## config.mk

```make
export PLATFORM = sky130hd
export DESIGN_NAME = rx_baseband_filter_sigdet_config
export DESIGN_NICKNAME = d
export VERILOG_FILES = /design/src/core/rxbb_pkg.sv /design/src/core/stream_if.sv /design/src/core/pow2_scaler.sv /design/src/core/pair_buffer.sv /design/src/core/rx_baseband_filter_sigdet_config.sv
export VERILOG_INCLUDE_DIRS = /design/src /design/src/core
export SDC_FILE = /design/constraint.sdc
export NUM_CORES = 1
export LEC_CHECK = 0
export ABC_AREA = 1
export BUFFER_PORTS_ARGS = -buffer_cell sky130_fd_sc_hd__buf_4
export CORE_MARGIN = 5
export CORE_UTILIZATION = 50
export DETAILED_ROUTE_END_ITERATION = 10
export MAX_ROUTING_LAYER = met4
export PLACE_DENSITY = 0.73
export SLEW_MARGIN = 10
export SYNTH_ARGS = -nofsm -noshare
export SYNTH_HDL_FRONTEND = slang
export SYNTH_HIERARCHICAL = 1
export SYNTH_SLANG_ARGS = --single-unit
```

## constraint.sdc

```tcl
create_clock -name sys_clk -period 3.35 [get_ports sys_clk]
set_input_delay 0.1675 -clock sys_clk [delete_from_list [all_inputs] [get_ports sys_clk]]
set_output_delay 0.1675 -clock sys_clk [all_outputs]
set_load 0.01 [all_outputs]
```

## src/core/rxbb_consts.svh

```systemverilog
`ifndef RXBB_CONSTS_SVH
`define RXBB_CONSTS_SVH

// Register indices; byte address is four times the index
`define RXBB_IDX_CORNER 8'h38
`define RXBB_IDX_FACTOR 8'h39
`define RXBB_IDX_FSK 8'h3a
`define RXBB_IDX_ASK 8'h3b
`define RXBB_IDX_MATCHED 8'h3c
`define RXBB_IDX_RATE 8'h3d
`define RXBB_IDX_SLICER 8'h3e
`define RXBB_IDX_RUN 8'h3f
`define RXBB_IDX_WAKE 8'h40
`define RXBB_IDX_LOW 8'h41
`define RXBB_IDX_RANGE 8'h42
`define RXBB_IDX_NDCFG 8'h45
`define RXBB_IDX_POWER 8'h50
`define RXBB_IDX_STATUS 8'h51

// Reset values
`define RXBB_RST_CORNER 8'h07
`define RXBB_RST_FACTOR 8'h00
`define RXBB_RST_FSK 8'h00
`define RXBB_RST_ASK 8'h20
`define RXBB_RST_MATCHED 8'h07
`define RXBB_RST_RATE 8'h00
`define RXBB_RST_SLICER 8'h02
`define RXBB_RST_RUN 8'h00
`define RXBB_RST_WAKE 8'h00
`define RXBB_RST_LOW 8'h00
`define RXBB_RST_RANGE 8'h3f
`define RXBB_RST_NDCFG 8'h07

// Implemented bits of each register
`define RXBB_MSK_CORNER 8'h07
`define RXBB_MSK_FACTOR 8'h7f
`define RXBB_MSK_FSK 8'h3f
`define RXBB_MSK_ASK 8'h3f
`define RXBB_MSK_MATCHED 8'h0f
`define RXBB_MSK_RATE 8'hff
`define RXBB_MSK_SLICER 8'h1f
`define RXBB_MSK_FULL 8'hff
`define RXBB_MSK_RANGE 8'h3f

// Field positions
`define RXBB_CORNER_MSB 2
`define RXBB_FACTOR_MSB 6
`define RXBB_INTERP_BIT 5
`define RXBB_EXP_MSB 4
`define RXBB_MATCHED_MSB 3
`define RXBB_SLC_SCA_MSB 4
`define RXBB_SLC_SCA_LSB 3
`define RXBB_SLC_BW_MSB 2
`define RXBB_RNG_ASK_LSB 4
`define RXBB_RNG_FSK_LSB 2
`define RXBB_RNG_LOW_LSB 0
`define RXBB_COMBO_LSB 4

// Scaling and detector constants
`define RXBB_EXP_BIAS 10
`define RXBB_EXP_MAX 23
`define RXBB_COMBO_GATED 2'b11

`endif

```

## src/core/rxbb_pkg.sv

```systemverilog
package rxbb_pkg;

	typedef enum logic [3:0] {
		SEL_CORNER = 4'b0000,
		SEL_FACTOR = 4'b0001,
		SEL_FSK = 4'b0010,
		SEL_ASK = 4'b0011,
		SEL_MATCHED = 4'b0100,
		SEL_RATE = 4'b0101,
		SEL_SLICER = 4'b0110,
		SEL_RUN = 4'b0111,
		SEL_WAKE = 4'b1000,
		SEL_LOW = 4'b1001,
		SEL_RANGE = 4'b1010,
		SEL_NDCFG = 4'b1011,
		SEL_POWER = 4'b1100,
		SEL_STATUS = 4'b1101,
		SEL_NONE = 4'b1111
	} reg_sel_t;

	typedef logic [11:0][7:0] regfile_t;

endpackage

```

## src/core/stream_if.sv

```systemverilog
`timescale 1ns/100ps
interface stream_if #(parameter int W = 16);
	logic valid;
	logic ready;
	logic [W-1:0] data;
	modport src (output valid, output data, input ready);
	modport snk (input valid, input data, output ready);
endinterface

```

## src/core/pow2_scaler.sv

```systemverilog
`timescale 1ns/100ps
`include "rxbb_consts.svh"
module pow2_scaler #(
	parameter int IN_W = 23,
	parameter int OUT_W = 16
) (
	// Operand
	input wire logic signed [IN_W-1:0] value,
	input wire logic [4:0] exponent,
	// Result
	output logic [OUT_W-1:0] scaled
);
	localparam int UP = `RXBB_EXP_MAX - `RXBB_EXP_BIAS;
	localparam int WW = IN_W + UP;
	logic [4:0] e;
	logic [4:0] sh;
	logic signed [WW-1:0] wide;
	logic signed [WW-1:0] shifted;
	logic fits;

	always_comb
	begin
		// Codes above the top step clamp rather than wrap
		e = (exponent > 5'(`RXBB_EXP_MAX)) ? 5'(`RXBB_EXP_MAX) : exponent;
		sh = 5'(`RXBB_EXP_MAX) - e;
		wide = {value, {UP{1'b0}}};
		shifted = wide >>> sh;
		fits = (&shifted[WW-1:OUT_W-1]) | ~(|shifted[WW-1:OUT_W-1]);
		// Saturate instead of wrapping at large gains
		if (fits)
			scaled = shifted[OUT_W-1:0];
		else
			scaled = {shifted[WW-1], {(OUT_W-1){~shifted[WW-1]}}};
	end
endmodule

```

## src/core/pair_buffer.sv

```systemverilog
`timescale 1ns/100ps
module pair_buffer #(
	parameter int W = 16
) (
	// Clock and reset
	input wire logic sys_clk,
	input wire logic rstn,
	// Filling side
	stream_if.snk fill,
	// Draining side
	output logic out_valid,
	output logic [W-1:0] out_data,
	input wire logic out_ready
);
	typedef struct packed {
		logic v0;
		logic v1;
		logic [W-1:0] d0;
		logic [W-1:0] d1;
	} buf_state_t;

	buf_state_t r;
	buf_state_t n;
	logic push;
	logic pop;

	assign fill.ready = ~r.v1;
	assign push = fill.valid & ~r.v1;
	assign pop = r.v0 & out_ready;
	assign out_valid = r.v0;
	assign out_data = r.d0;

	always_comb
	begin
		n = r;
		if (pop)
		begin
			n.d0 = r.d1;
			n.v0 = r.v1;
			n.v1 = 1'b0;
		end
		if (push)
		begin
			if (!n.v0)
			begin
				n.d0 = fill.data;
				n.v0 = 1'b1;
			end
			else
			begin
				n.d1 = fill.data;
				n.v1 = 1'b1;
			end
		end
	end

	always_ff @(posedge sys_clk or negedge rstn)
	begin
		if (!rstn)
			r <= '0;
		else
			r <= n;
	end
endmodule

```

## src/core/rx_baseband_filter_sigdet_config.sv

```systemverilog
// Behaviour
// - Three-bit image filter corner code, 33 kHz at 0 to 282 kHz at 7, resets 7.
// - Pre-decimation divides by factor field plus one; zero means no decimation.
// - FSK mode scales decimator output by 2^(code-10), code 0 to 17h.
// - ASK mode uses its own five-bit scaling code over the same span.
// - Bit five of FSK scaling register enables FSK interpolation; resets off.
// - Bit five of ASK scaling register enables ASK interpolation; resets on.
// - Matched filter length is length field plus one; eight after reset.
// - Eight-bit rate converter tune word: 00h same rate, FFh half rate.
// - Two-bit slicer scaling selects 1/2, 1/4, 1/8, 1/16; resets 1/2.
// - Three-bit slicer manual bandwidth 1/8 to 1/48; codes 6,7 unused; resets 1/24.
// - Eight-bit run-mode detector threshold in its own register, resets zero.
// - Separate eight-bit wake-up detector threshold, resets zero.
// - Low threshold acts only when detector combination select is 11b.
// - ASK threshold scaled by 2^factor: 6, 7, 13 or 8; resets 8.
// - FSK threshold scaled by 2^factor: 2, 4, 6 or 8; resets 8.
// - Low threshold scaled by 2^factor: 2, 4, 6 or 8; resets 8.
// - In gated mode noise indication is valid only above the low threshold.
//
// Our own choice: the Avalon-MM slave port.
`timescale 1ns/100ps
`include "rxbb_consts.svh"
module rx_baseband_filter_sigdet_config #(
	parameter int SAMPLE_W = 16,
	parameter int OUT_W = 16,
	parameter int POW_W = 24,
	parameter int ADDR_W = 10
) (
	// Clock and reset
	input wire logic sys_clk,
	input wire logic rstn,
	// Avalon-MM slave
	input wire logic [ADDR_W-1:0] address,
	input wire logic read,
	input wire logic write,
	input wire logic [31:0] writedata,
	input wire logic [3:0] byteenable,
	output logic [31:0] readdata,
	output logic waitrequest,
	// Samples from the front-end converter
	input wire logic sample_valid,
	input wire logic signed [SAMPLE_W-1:0] sample_data,
	output logic sample_ready,
	// Decimated and scaled samples
	output logic out_valid,
	output logic [OUT_W-1:0] out_data,
	input wire logic out_ready,
	// Operating mode and detector inputs
	input wire logic ask_mode,
	input wire logic wakeup_mode,
	input wire logic [POW_W-1:0] signal_power,
	input wire logic noise_detect,
	// Detector results
	output logic signal_detect,
	output logic low_level_detect,
	output logic noise_detect_valid,
	// Configuration for the rest of the chain
	output logic [2:0] image_corner_code,
	output logic [7:0] decimation_ratio,
	output logic fsk_interp_enable,
	output logic ask_interp_enable,
	output logic [4:0] matched_length,
	output logic [7:0] rate_converter_tune_word,
	output logic [1:0] slicer_bw_scaling,
	output logic [2:0] slicer_manual_bw
);
	localparam int ACC_W = SAMPLE_W + 7;
	localparam int THR_W = 21;
	localparam rxbb_pkg::regfile_t REG_RST = {
		`RXBB_RST_NDCFG, `RXBB_RST_RANGE, `RXBB_RST_LOW, `RXBB_RST_WAKE,
		`RXBB_RST_RUN, `RXBB_RST_SLICER, `RXBB_RST_RATE, `RXBB_RST_MATCHED,
		`RXBB_RST_ASK, `RXBB_RST_FSK, `RXBB_RST_FACTOR, `RXBB_RST_CORNER};

	typedef struct packed {
		rxbb_pkg::regfile_t regs;
		logic [7:0] rdata;
		logic waitreq;
		logic signed [ACC_W-1:0] acc;
		logic [6:0] cnt;
		logic stage_valid;
		logic [OUT_W-1:0] stage_data;
		logic in_ready;
		logic [POW_W-1:0] power;
		logic noise_in;
		logic sig_det;
		logic low_det;
		logic noise_val;
		logic [4:0] mf_len;
		logic [7:0] dec_ratio;
	} state_t;

	localparam state_t STATE_RST = '{
		regs: REG_RST, rdata: 8'h00, waitreq: 1'b1, acc: '0, cnt: 7'h00,
		stage_valid: 1'b0, stage_data: '0, in_ready: 1'b0, power: '0,
		noise_in: 1'b0, sig_det: 1'b0, low_det: 1'b0, noise_val: 1'b0,
		mf_len: 5'h08, dec_ratio: 8'h01};

	state_t r;
	state_t n;
	logic signed [ACC_W-1:0] acc_sum;
	logic [4:0] exponent;
	logic [OUT_W-1:0] scaled;

	stream_if #(.W(OUT_W)) stage_if ();

	function automatic rxbb_pkg::reg_sel_t reg_decode(input logic [ADDR_W-1:0] a);
		logic [7:0] idx;
		idx = 8'(a >> 2);
		if (a[1:0] != 2'b00)
			return rxbb_pkg::SEL_NONE;
		unique case (idx)
			`RXBB_IDX_CORNER: return rxbb_pkg::SEL_CORNER;
			`RXBB_IDX_FACTOR: return rxbb_pkg::SEL_FACTOR;
			`RXBB_IDX_FSK: return rxbb_pkg::SEL_FSK;
			`RXBB_IDX_ASK: return rxbb_pkg::SEL_ASK;
			`RXBB_IDX_MATCHED: return rxbb_pkg::SEL_MATCHED;
			`RXBB_IDX_RATE: return rxbb_pkg::SEL_RATE;
			`RXBB_IDX_SLICER: return rxbb_pkg::SEL_SLICER;
			`RXBB_IDX_RUN: return rxbb_pkg::SEL_RUN;
			`RXBB_IDX_WAKE: return rxbb_pkg::SEL_WAKE;
			`RXBB_IDX_LOW: return rxbb_pkg::SEL_LOW;
			`RXBB_IDX_RANGE: return rxbb_pkg::SEL_RANGE;
			`RXBB_IDX_NDCFG: return rxbb_pkg::SEL_NDCFG;
			`RXBB_IDX_POWER: return rxbb_pkg::SEL_POWER;
			`RXBB_IDX_STATUS: return rxbb_pkg::SEL_STATUS;
			default: return rxbb_pkg::SEL_NONE;
		endcase
	endfunction

	// Only implemented bits survive a write or show on a read
	function automatic logic [7:0] reg_mask(input rxbb_pkg::reg_sel_t s);
		unique case (s)
			rxbb_pkg::SEL_CORNER: return `RXBB_MSK_CORNER;
			rxbb_pkg::SEL_FACTOR: return `RXBB_MSK_FACTOR;
			rxbb_pkg::SEL_FSK: return `RXBB_MSK_FSK;
			rxbb_pkg::SEL_ASK: return `RXBB_MSK_ASK;
			rxbb_pkg::SEL_MATCHED: return `RXBB_MSK_MATCHED;
			rxbb_pkg::SEL_RATE: return `RXBB_MSK_RATE;
			rxbb_pkg::SEL_SLICER: return `RXBB_MSK_SLICER;
			rxbb_pkg::SEL_RUN: return `RXBB_MSK_FULL;
			rxbb_pkg::SEL_WAKE: return `RXBB_MSK_FULL;
			rxbb_pkg::SEL_LOW: return `RXBB_MSK_FULL;
			rxbb_pkg::SEL_RANGE: return `RXBB_MSK_RANGE;
			rxbb_pkg::SEL_NDCFG: return `RXBB_MSK_FULL;
			default: return 8'h00;
		endcase
	endfunction

	// Factor 2, 4, 6 or 8 shared by the FSK and low ranges
	function automatic logic [3:0] even_range(input logic [1:0] code);
		return {1'b0, code, 1'b0} + 4'h2;
	endfunction

	function automatic logic [3:0] ask_range(input logic [1:0] code);
		unique case (code)
			2'b00: return 4'h6;
			2'b01: return 4'h7;
			2'b10: return 4'hd;
			2'b11: return 4'h8;
		endcase
	endfunction

	assign acc_sum = r.acc + ACC_W'(sample_data);
	// Exponent follows the active modulation
	assign exponent = ask_mode ?
		r.regs[rxbb_pkg::SEL_ASK][`RXBB_EXP_MSB:0] :
		r.regs[rxbb_pkg::SEL_FSK][`RXBB_EXP_MSB:0];

	pow2_scaler #(.IN_W(ACC_W), .OUT_W(OUT_W)) u_scaler (
		.value(acc_sum),
		.exponent(exponent),
		.scaled(scaled)
	);

	assign stage_if.valid = r.stage_valid;
	assign stage_if.data = r.stage_data;

	pair_buffer #(.W(OUT_W)) u_buffer (
		.sys_clk(sys_clk),
		.rstn(rstn),
		.fill(stage_if),
		.out_valid(out_valid),
		.out_data(out_data),
		.out_ready(out_ready)
	);

	always_comb
	begin
		rxbb_pkg::reg_sel_t sel;
		logic [7:0] thr;
		logic [3:0] rng;
		logic [3:0] low_rng;
		logic [THR_W-1:0] thr_s;
		logic [THR_W-1:0] low_s;
		logic above_low;
		sel = reg_decode(address);
		thr = 8'h00;
		rng = 4'h0;
		low_rng = 4'h0;
		thr_s = '0;
		low_s = '0;
		above_low = 1'b0;
		n = r;

		// One wait cycle, then a one-cycle answer
		n.waitreq = 1'b1;
		if ((read || write) && r.waitreq)
		begin
			n.waitreq = 1'b0;
			unique case (sel)
				rxbb_pkg::SEL_POWER: n.rdata = r.power[POW_W-1 -: 8];
				rxbb_pkg::SEL_STATUS: n.rdata = {5'h00, r.noise_val, r.low_det, r.sig_det};
				rxbb_pkg::SEL_NONE: n.rdata = 8'h00;
				default: n.rdata = r.regs[sel] & reg_mask(sel);
			endcase
		end
		if (write && !r.waitreq && byteenable[0] && (sel <= rxbb_pkg::SEL_NDCFG))
			n.regs[sel] = writedata[7:0] & reg_mask(sel);

		// Decimating accumulator; stage drains into the buffer
		if (r.stage_valid && stage_if.ready)
			n.stage_valid = 1'b0;
		if (sample_valid && r.in_ready)
		begin
			if (r.cnt >= r.regs[rxbb_pkg::SEL_FACTOR][`RXBB_FACTOR_MSB:0])
			begin
				n.stage_data = scaled;
				n.stage_valid = 1'b1;
				n.acc = '0;
				n.cnt = 7'h00;
			end
			else
			begin
				n.acc = acc_sum;
				n.cnt = r.cnt + 7'h01;
			end
		end
		// Registered ready costs a bubble per output word
		n.in_ready = ~n.stage_valid;

		n.dec_ratio = {1'b0, r.regs[rxbb_pkg::SEL_FACTOR][`RXBB_FACTOR_MSB:0]} + 8'h01;
		n.mf_len = {1'b0, r.regs[rxbb_pkg::SEL_MATCHED][`RXBB_MATCHED_MSB:0]} + 5'h01;

		// Signal detector
		n.power = signal_power;
		n.noise_in = noise_detect;
		thr = wakeup_mode ? r.regs[rxbb_pkg::SEL_WAKE] : r.regs[rxbb_pkg::SEL_RUN];
		if (ask_mode)
			rng = ask_range(r.regs[rxbb_pkg::SEL_RANGE][`RXBB_RNG_ASK_LSB +: 2]);
		else
			rng = even_range(r.regs[rxbb_pkg::SEL_RANGE][`RXBB_RNG_FSK_LSB +: 2]);
		low_rng = even_range(r.regs[rxbb_pkg::SEL_RANGE][`RXBB_RNG_LOW_LSB +: 2]);
		thr_s = THR_W'(thr) << rng;
		low_s = THR_W'(r.regs[rxbb_pkg::SEL_LOW]) << low_rng;
		above_low = r.power > POW_W'(low_s);
		n.sig_det = r.power > POW_W'(thr_s);
		if (r.regs[rxbb_pkg::SEL_NDCFG][`RXBB_COMBO_LSB +: 2] == `RXBB_COMBO_GATED)
		begin
			n.low_det = above_low;
			n.noise_val = r.noise_in & above_low;
		end
		else
		begin
			n.low_det = 1'b0;
			n.noise_val = r.noise_in;
		end
	end

	always_ff @(posedge sys_clk or negedge rstn)
	begin
		if (!rstn)
			r <= STATE_RST;
		else
			r <= n;
	end

	assign readdata = {24'h00_0000, r.rdata};
	assign waitrequest = r.waitreq;
	assign sample_ready = r.in_ready;
	assign signal_detect = r.sig_det;
	assign low_level_detect = r.low_det;
	assign noise_detect_valid = r.noise_val;
	assign image_corner_code = r.regs[rxbb_pkg::SEL_CORNER][`RXBB_CORNER_MSB:0];
	assign decimation_ratio = r.dec_ratio;
	assign fsk_interp_enable = r.regs[rxbb_pkg::SEL_FSK][`RXBB_INTERP_BIT];
	assign ask_interp_enable = r.regs[rxbb_pkg::SEL_ASK][`RXBB_INTERP_BIT];
	assign matched_length = r.mf_len;
	assign rate_converter_tune_word = r.regs[rxbb_pkg::SEL_RATE];
	// Unused bandwidth codes are stored and passed on unchanged
	assign slicer_bw_scaling = r.regs[rxbb_pkg::SEL_SLICER][`RXBB_SLC_SCA_MSB:`RXBB_SLC_SCA_LSB];
	assign slicer_manual_bw = r.regs[rxbb_pkg::SEL_SLICER][`RXBB_SLC_BW_MSB:0];
endmodule

```

* After elaboration in Yosys (flattened, before gate mapping)
Memories as Yosys holds them, arrays and structs flattened.
Cells that the tools add are included.
** Cells by class
- Add/subtract/negate cells :: 7
- Order comparisons :: 7
- Equality and inequality tests :: 21
- Shift-type cells :: 3
- Multiplexer cells :: 30
- Bitwise gates (word level) :: 10
- Reduce and logical (&&, ||, !) cells :: 16
** Operators by type and width (number)
- 96-bit bitwise mux :: 1
- 8-bit by 6-bit equality test with 1-bit output, second input constant :: 8
- 4-bit one-hot mux with 14 select lines :: 1
- 8-bit by 7-bit equality test with 1-bit output, second input constant :: 6
- 24-bit by 21-bit greater-than comparator with 1-bit output :: 2
- 16-bit 2-to-1 mux :: 3
- 8-bit 2-to-1 mux :: 6
- 8-bit by 4-bit << shifter with 21-bit output :: 2
- 36-bit by 5-bit >>> shifter with 36-bit output :: 1
- 17-bit 2-to-1 mux :: 2
- 34-bit 2-to-1 mux :: 1
- 8-bit binary-select mux with 4-bit select :: 1
- 8-bit demux with 4-bit select :: 1
- 30-bit 2-to-1 mux :: 1
- 8-bit one-hot mux with 3 select lines :: 1
- 23-bit by 16-bit adder with 23-bit output :: 1
- 21-bit AND reduction :: 1
- 21-bit OR reduction :: 1
- 18-bit 2-to-1 mux :: 1
- 8-bit AND :: 2
- 4-bit one-hot mux with 4 select lines :: 1
- 4-bit equality test, second input constant :: 3
- 4-bit 2-to-1 mux :: 3
- 5-bit 2-to-1 mux :: 2
- 24 further kinds :: 42
** Storage, ports and cells
- Register bits after elaboration :: 228
- Memory bits (read-only) :: 256
- Bits of input ports :: 95
- Output and inout bits :: 85
- Logic and storage cells :: 126
- Memories kept :: 2
** Memory list
- (no name shown) :: words 16, bits a word 8, read ports 1, clocked after Yosys merged registers in 0, write ports 0, RTL line rx_baseband_filter_sigdet_config.sv:132 : unique case (s)
- (no name shown) :: words 16, bits a word 8, read ports 1, clocked after Yosys merged registers in 0, write ports 0, RTL line rx_baseband_filter_sigdet_config.sv:132

* Depth between registers and ports, before layout
- Depth in word-level cells :: 12
- Mapped depth :: 30
- Gate-level depth less buffers :: 29

* By module
Netlist, hierarchy kept.
** Modules (own cells, without submodules)
- rx_baseband_filter_sigdet_config :: times used 1, cells each 1535, area each 11736.3 µm², seq. area each 4704.5 µm²
- pow2_scaler :: times used 1, cells each 420, area each 1954.4 µm², seq. area each 0.0 µm²
- pair_buffer :: times used 1, cells each 220, area each 1731.7 µm², seq. area each 850.8 µm²

* Least setup slack after synthesis
No wires, ideal clock.
- Path kind :: register -> register
- Start :: register r[66] in the netlist's numbering
- End :: register r (netlist bit stage_if.data[0])
- Setup time :: 117 ps
- Arrival time :: 3392 ps
- Required time :: 3233 ps
- Path slack :: -159 ps
- Stages on the path, launching flop included :: 27
- Buffers on the path :: 1
- Period minus slack after synthesis :: 3509 ps
- Cells stage by stage :: dfrtp_1 ha_1 inv_1 fa_1 nand3b_1 nand2_1 a21boi_0 o21ai_0 a21oi_1 o21ai_0 xor2_1 inv_1 nand3_1 nand3_1 nand3_1 nand3_1 nand2_1 nand2_1 nor2_1 nand2_1 nand2_1 nand3_1 nand3_2 buf_4 nand2_1 nand2_1 nand2_1
** Between the ends
- Cells in the longest elaborated chain, start to end :: 6
- Elaborated cells between the ends (all ways) :: 8
- Classes of those cells :: add/sub (1); shift (1); mux (1); bitwise (3); reduce/logical (2)
** RTL lines
- start: declaration :: RTL line rx_baseband_filter_sigdet_config.sv:98 : state_t r;
- start signal: assignment :: RTL line rx_baseband_filter_sigdet_config.sv:274 : r <= n;
- 23-bit by 16-bit adder with 23-bit output * :: RTL line rx_baseband_filter_sigdet_config.sv:163 : assign acc_sum = r.acc + ACC_W'(sample_data);
- named net acc_sum[16] :: RTL line rx_baseband_filter_sigdet_config.sv:100 : logic signed [ACC_W-1:0] acc_sum;
- 36-bit by 5-bit >>> shifter with 36-bit output * :: RTL line pow2_scaler.sv:27 : shifted = wide >>> sh;
- 21-bit OR reduction :: RTL line pow2_scaler.sv:28 : fits = (&shifted[WW-1:OUT_W-1]) | ~(|shifted[WW-1:OUT_W-1]);
- 1-bit inverter :: RTL line pow2_scaler.sv:28
- 1-bit bitwise OR :: RTL line pow2_scaler.sv:28
- 16-bit 2-to-1 mux * :: RTL line pow2_scaler.sv:30 : if (fits)
- named net scaled[0] :: RTL line rx_baseband_filter_sigdet_config.sv:102 : logic [OUT_W-1:0] scaled;
The timed path passes the listed nets; every way through them passes the cells marked *.
A chain may end at the register's enable or synchronous reset.

* Final worst setup path
- Start :: register r[66] in the netlist's numbering
- End :: register r (netlist bit stage_if.data[11])
Same word-level chain as after synthesis.

==> run summary <==
DR vias: 15,200
FMAX: 280 MHz
Crit path arrival time: 4.03 ns
clock root cell: clkbuf_16
largest net degree at the start of global routing: 91
Netlist Area Pre-Place: 15,400 um2
pin slew with the least headroom to its limit: 1.14 ns
Final Slew Violations: 0
Crit-path slowest cell: dfrtp_1
CTS tree: done
crit path launch type: flip-flop
Die Ht: 186 um
DRC: 0
# IOs: 180
Num CTS Buffers: 26
Hold Crit Class: input pin to flip-flop
CTS clk-pin slew, worst paths: 0.06 ns
failing checks: negative setup slack
Core Util, Final: 0.620
PwrDens: 413 nW/um2
max-cap violation count: 0
Avg Inst Size Synth: 7.09 um2
CP required: 3.81 ns
filler cell count in the final layout: 2,760
H-tree depth: 1
Pre-Repair DR Iteration Count: 8
synth warn: 6
critical path fanouts, max: 7
Synth Flop Type: dfrtp_1
endpoint class of the critical path: flip-flop
die area: 34,500 um2
initial core utilization: 0.505
FFs w/ async S/R, synth: 1.00
most frequent CP cell: nand2_1
grt total ovfl: 0
fin crit share: 1.06
FF+latch area: 5560 um2
core area: 30,500 um2
skew final: 0.0236 ns
DRT iter0 DRCs: 1,200
setup violators final: 15
layout cells sized above 1: 0.211
R2R Setup Slk: -0.22 ns
fin worst setup slack: -0.215 ns
clock sinks: 221
HPWL Detailed: 35.4 mm
Leak: 9.48 nW
clk buf depth: 3
WS Path Type: flip-flop to flip-flop
Post-synth EDFFs: 0
routed vias/inst: 5.44
num rows: 64
GP Congestion: 0.992
antenna viol nets, final: 0
Seq/Total Area, Yosys: 0.360
Layout area overhead: 22.6%
I/O Buffers: 128
Yosys reg bits: 221
multi-input logic area: 8810 um2
Layout Nets: 2,547
Mapped Cells: 2,175
initial antenna violation count: 2
Fin. Hold Viols: 0
worst skew pair latency: 0.55 ns
vias in the first global route: 14,300
slowest cell delay on critical path: 0.37 ns
Distinct cells, synth: 54
min cycle time layout: 3.57 ns
worst vdd ir: 0.376 mV
die width: 186 um
unrepaired setup endpoints after global routing: true
drt wl/cell: 17.1 um
Setup Slack @ Placement: -0.429 ns
first-pass GRT wire length: 76.1 mm
GR Util All Layers: 0.281
final WL: 47.8 mm
outcome: complete, but fails checks
Rel. slew slack: 0.241
WHS: 0.0537 ns
-- worst max-delay path: cells and delay by family (launching register included) --
| kind | cells | cell delay (ns) |
|---|---|---|
| and+or+nand+nor | 23 | 2.14 |
| DFF | 1 | 0.37 |
| buffers and inverters | 3 | 0.25 |
| adders and majority gates | 2 | 0.52 |
| xor gates and xnor gates | 1 | 0.22 |
-- per-layer routing --
layer / global-route usage / wire [um]
met4: 0.0711 / 1180
met5: - / 0
met3: 0.0477 / 3680
met2: 0.412 / 21000
met1: 0.406 / 22000
-- placed cells by master (no fill, tap or decap), drive strengths merged, types with 3 or more instances in the layout --
master       Yosys  layout
o211ai           6       6
mux2i            3       3
a21boi           4       4
nor3            18      18
dfstp           20      20
dlygate4sd3      0      32
nand2          735     736
nor2           139     139
inv            192     195
a22o             7       7
xnor2            7       7
a21oi           74      74
nand3          203     204
dfrtp          201     201
nand4           58      58
o21ai          197     197
xor2            25      25
a31oi            9       9
clkinv           2       7
ha              80      80
o221ai           6       6
nand3b           4       4
clkbuf          39      37
buf            121     270
nor4             6       6
o22ai            3       3
o21a             4       4
bufinv           0       3
conb             1      24
-- power breakdown --
part	total (mW)	switching, mW	internal (mW)	leakage (nW)
registers	3.21	0.237	2.98	2.79
logic	1.57	0.957	0.614	6.23
clock network	3.01	1.17	1.84	0.456
-- synthesized netlist by cell type, drive strengths merged, types with 7 or more instances --
master  instances  area share
nand2         735        0.18
nand3         203       0.068
dfrtp         201        0.33
o21ai         197       0.064
inv           192       0.047
nor2          139       0.038
buf           121       0.055
ha             80       0.065
a21oi          74       0.025
nand4          58       0.025
clkbuf         39      0.0095
xor2           25       0.014
dfstp          20       0.034
nor3           18      0.0072
a31oi           9      0.0037
a22o            7      0.0040
xnor2           7      0.0040
-- timing repair --
action	CTS	global route
setup endpoints to repair	15	18
resized for setup	51	88
setup buffers	13	3
endpoints found under the hold margin	114	0
hold buffers	32	0
cloned	2	1
pin swaps	22	48
-- cell type report --
class                      instances  area share
tap                              396      0.0262
clock inverter                    11     0.00768
timing repair inverter             1    0.000397
antenna                            2    0.000265
sequential                       221       0.294
timing repair buffer             302       0.126
inverter                         194      0.0389
multi-input combinational       1625       0.466
clock buffer                      37      0.0409
-- per-stage QoR --
stage	power, mW	area, um2	std cells	setup TNS (ns)
3_5_place_dp	4.75	16900	2687	-6.31
4_1_cts	7.83	18500	2782	-2.17
6_report	7.80	18900	2789	-3.05
3_3_place_gp	4.70	16900	2687	-5.69
2_1_floorplan	4.27	15500	2198	0
5_1_grt	8.21	18900	2789	-6.96
-- worst paths after layout --
path,depth (start not counted),end,start
min in group asynchronous,2,u_buffer/out_data[0],rstn
setup / recovery,29,stage_if.data[11],r[66]
hold / removal,3,rate_converter_tune_word[7],writedata[7]
hold reg to reg,2,r[151],r[151]
max in group asynchronous,3,waitrequest,rstn
setup reg to reg,29,stage_if.data[11],r[66]
-- kinds of logic (layout without fill, tap and decap cells) --
logic type               after synthesis  count (layout)  share of synthesized area
other                                  1              26                   0.000243
buffers and inverters                354             545                      0.112
adder cells (fa/ha/maj)               81              81                     0.0662
AND/OR/NAND/NOR                     1165            1167                      0.328
AO/OA/AOI/OAI                        316             316                      0.111
XOR/XNOR                              32              32                     0.0182
multiplexers                           5               5                    0.00341
flip-flops                           221             221                      0.360
-- state kept, by name, summed over array words and instances (netlist names), 2 cells and up --
register	flops
slicer_bw_scaling	2
decimation_ratio	8
u_buffer/out_data	16
readdata	8
matched_length	5
slicer_manual_bw	3
rate_converter_tune_word	8
stage_if.data	16
u_buffer/r	17
image_corner_code	3
r	126
Note: power is estimated with default switching activity, not from simulation.
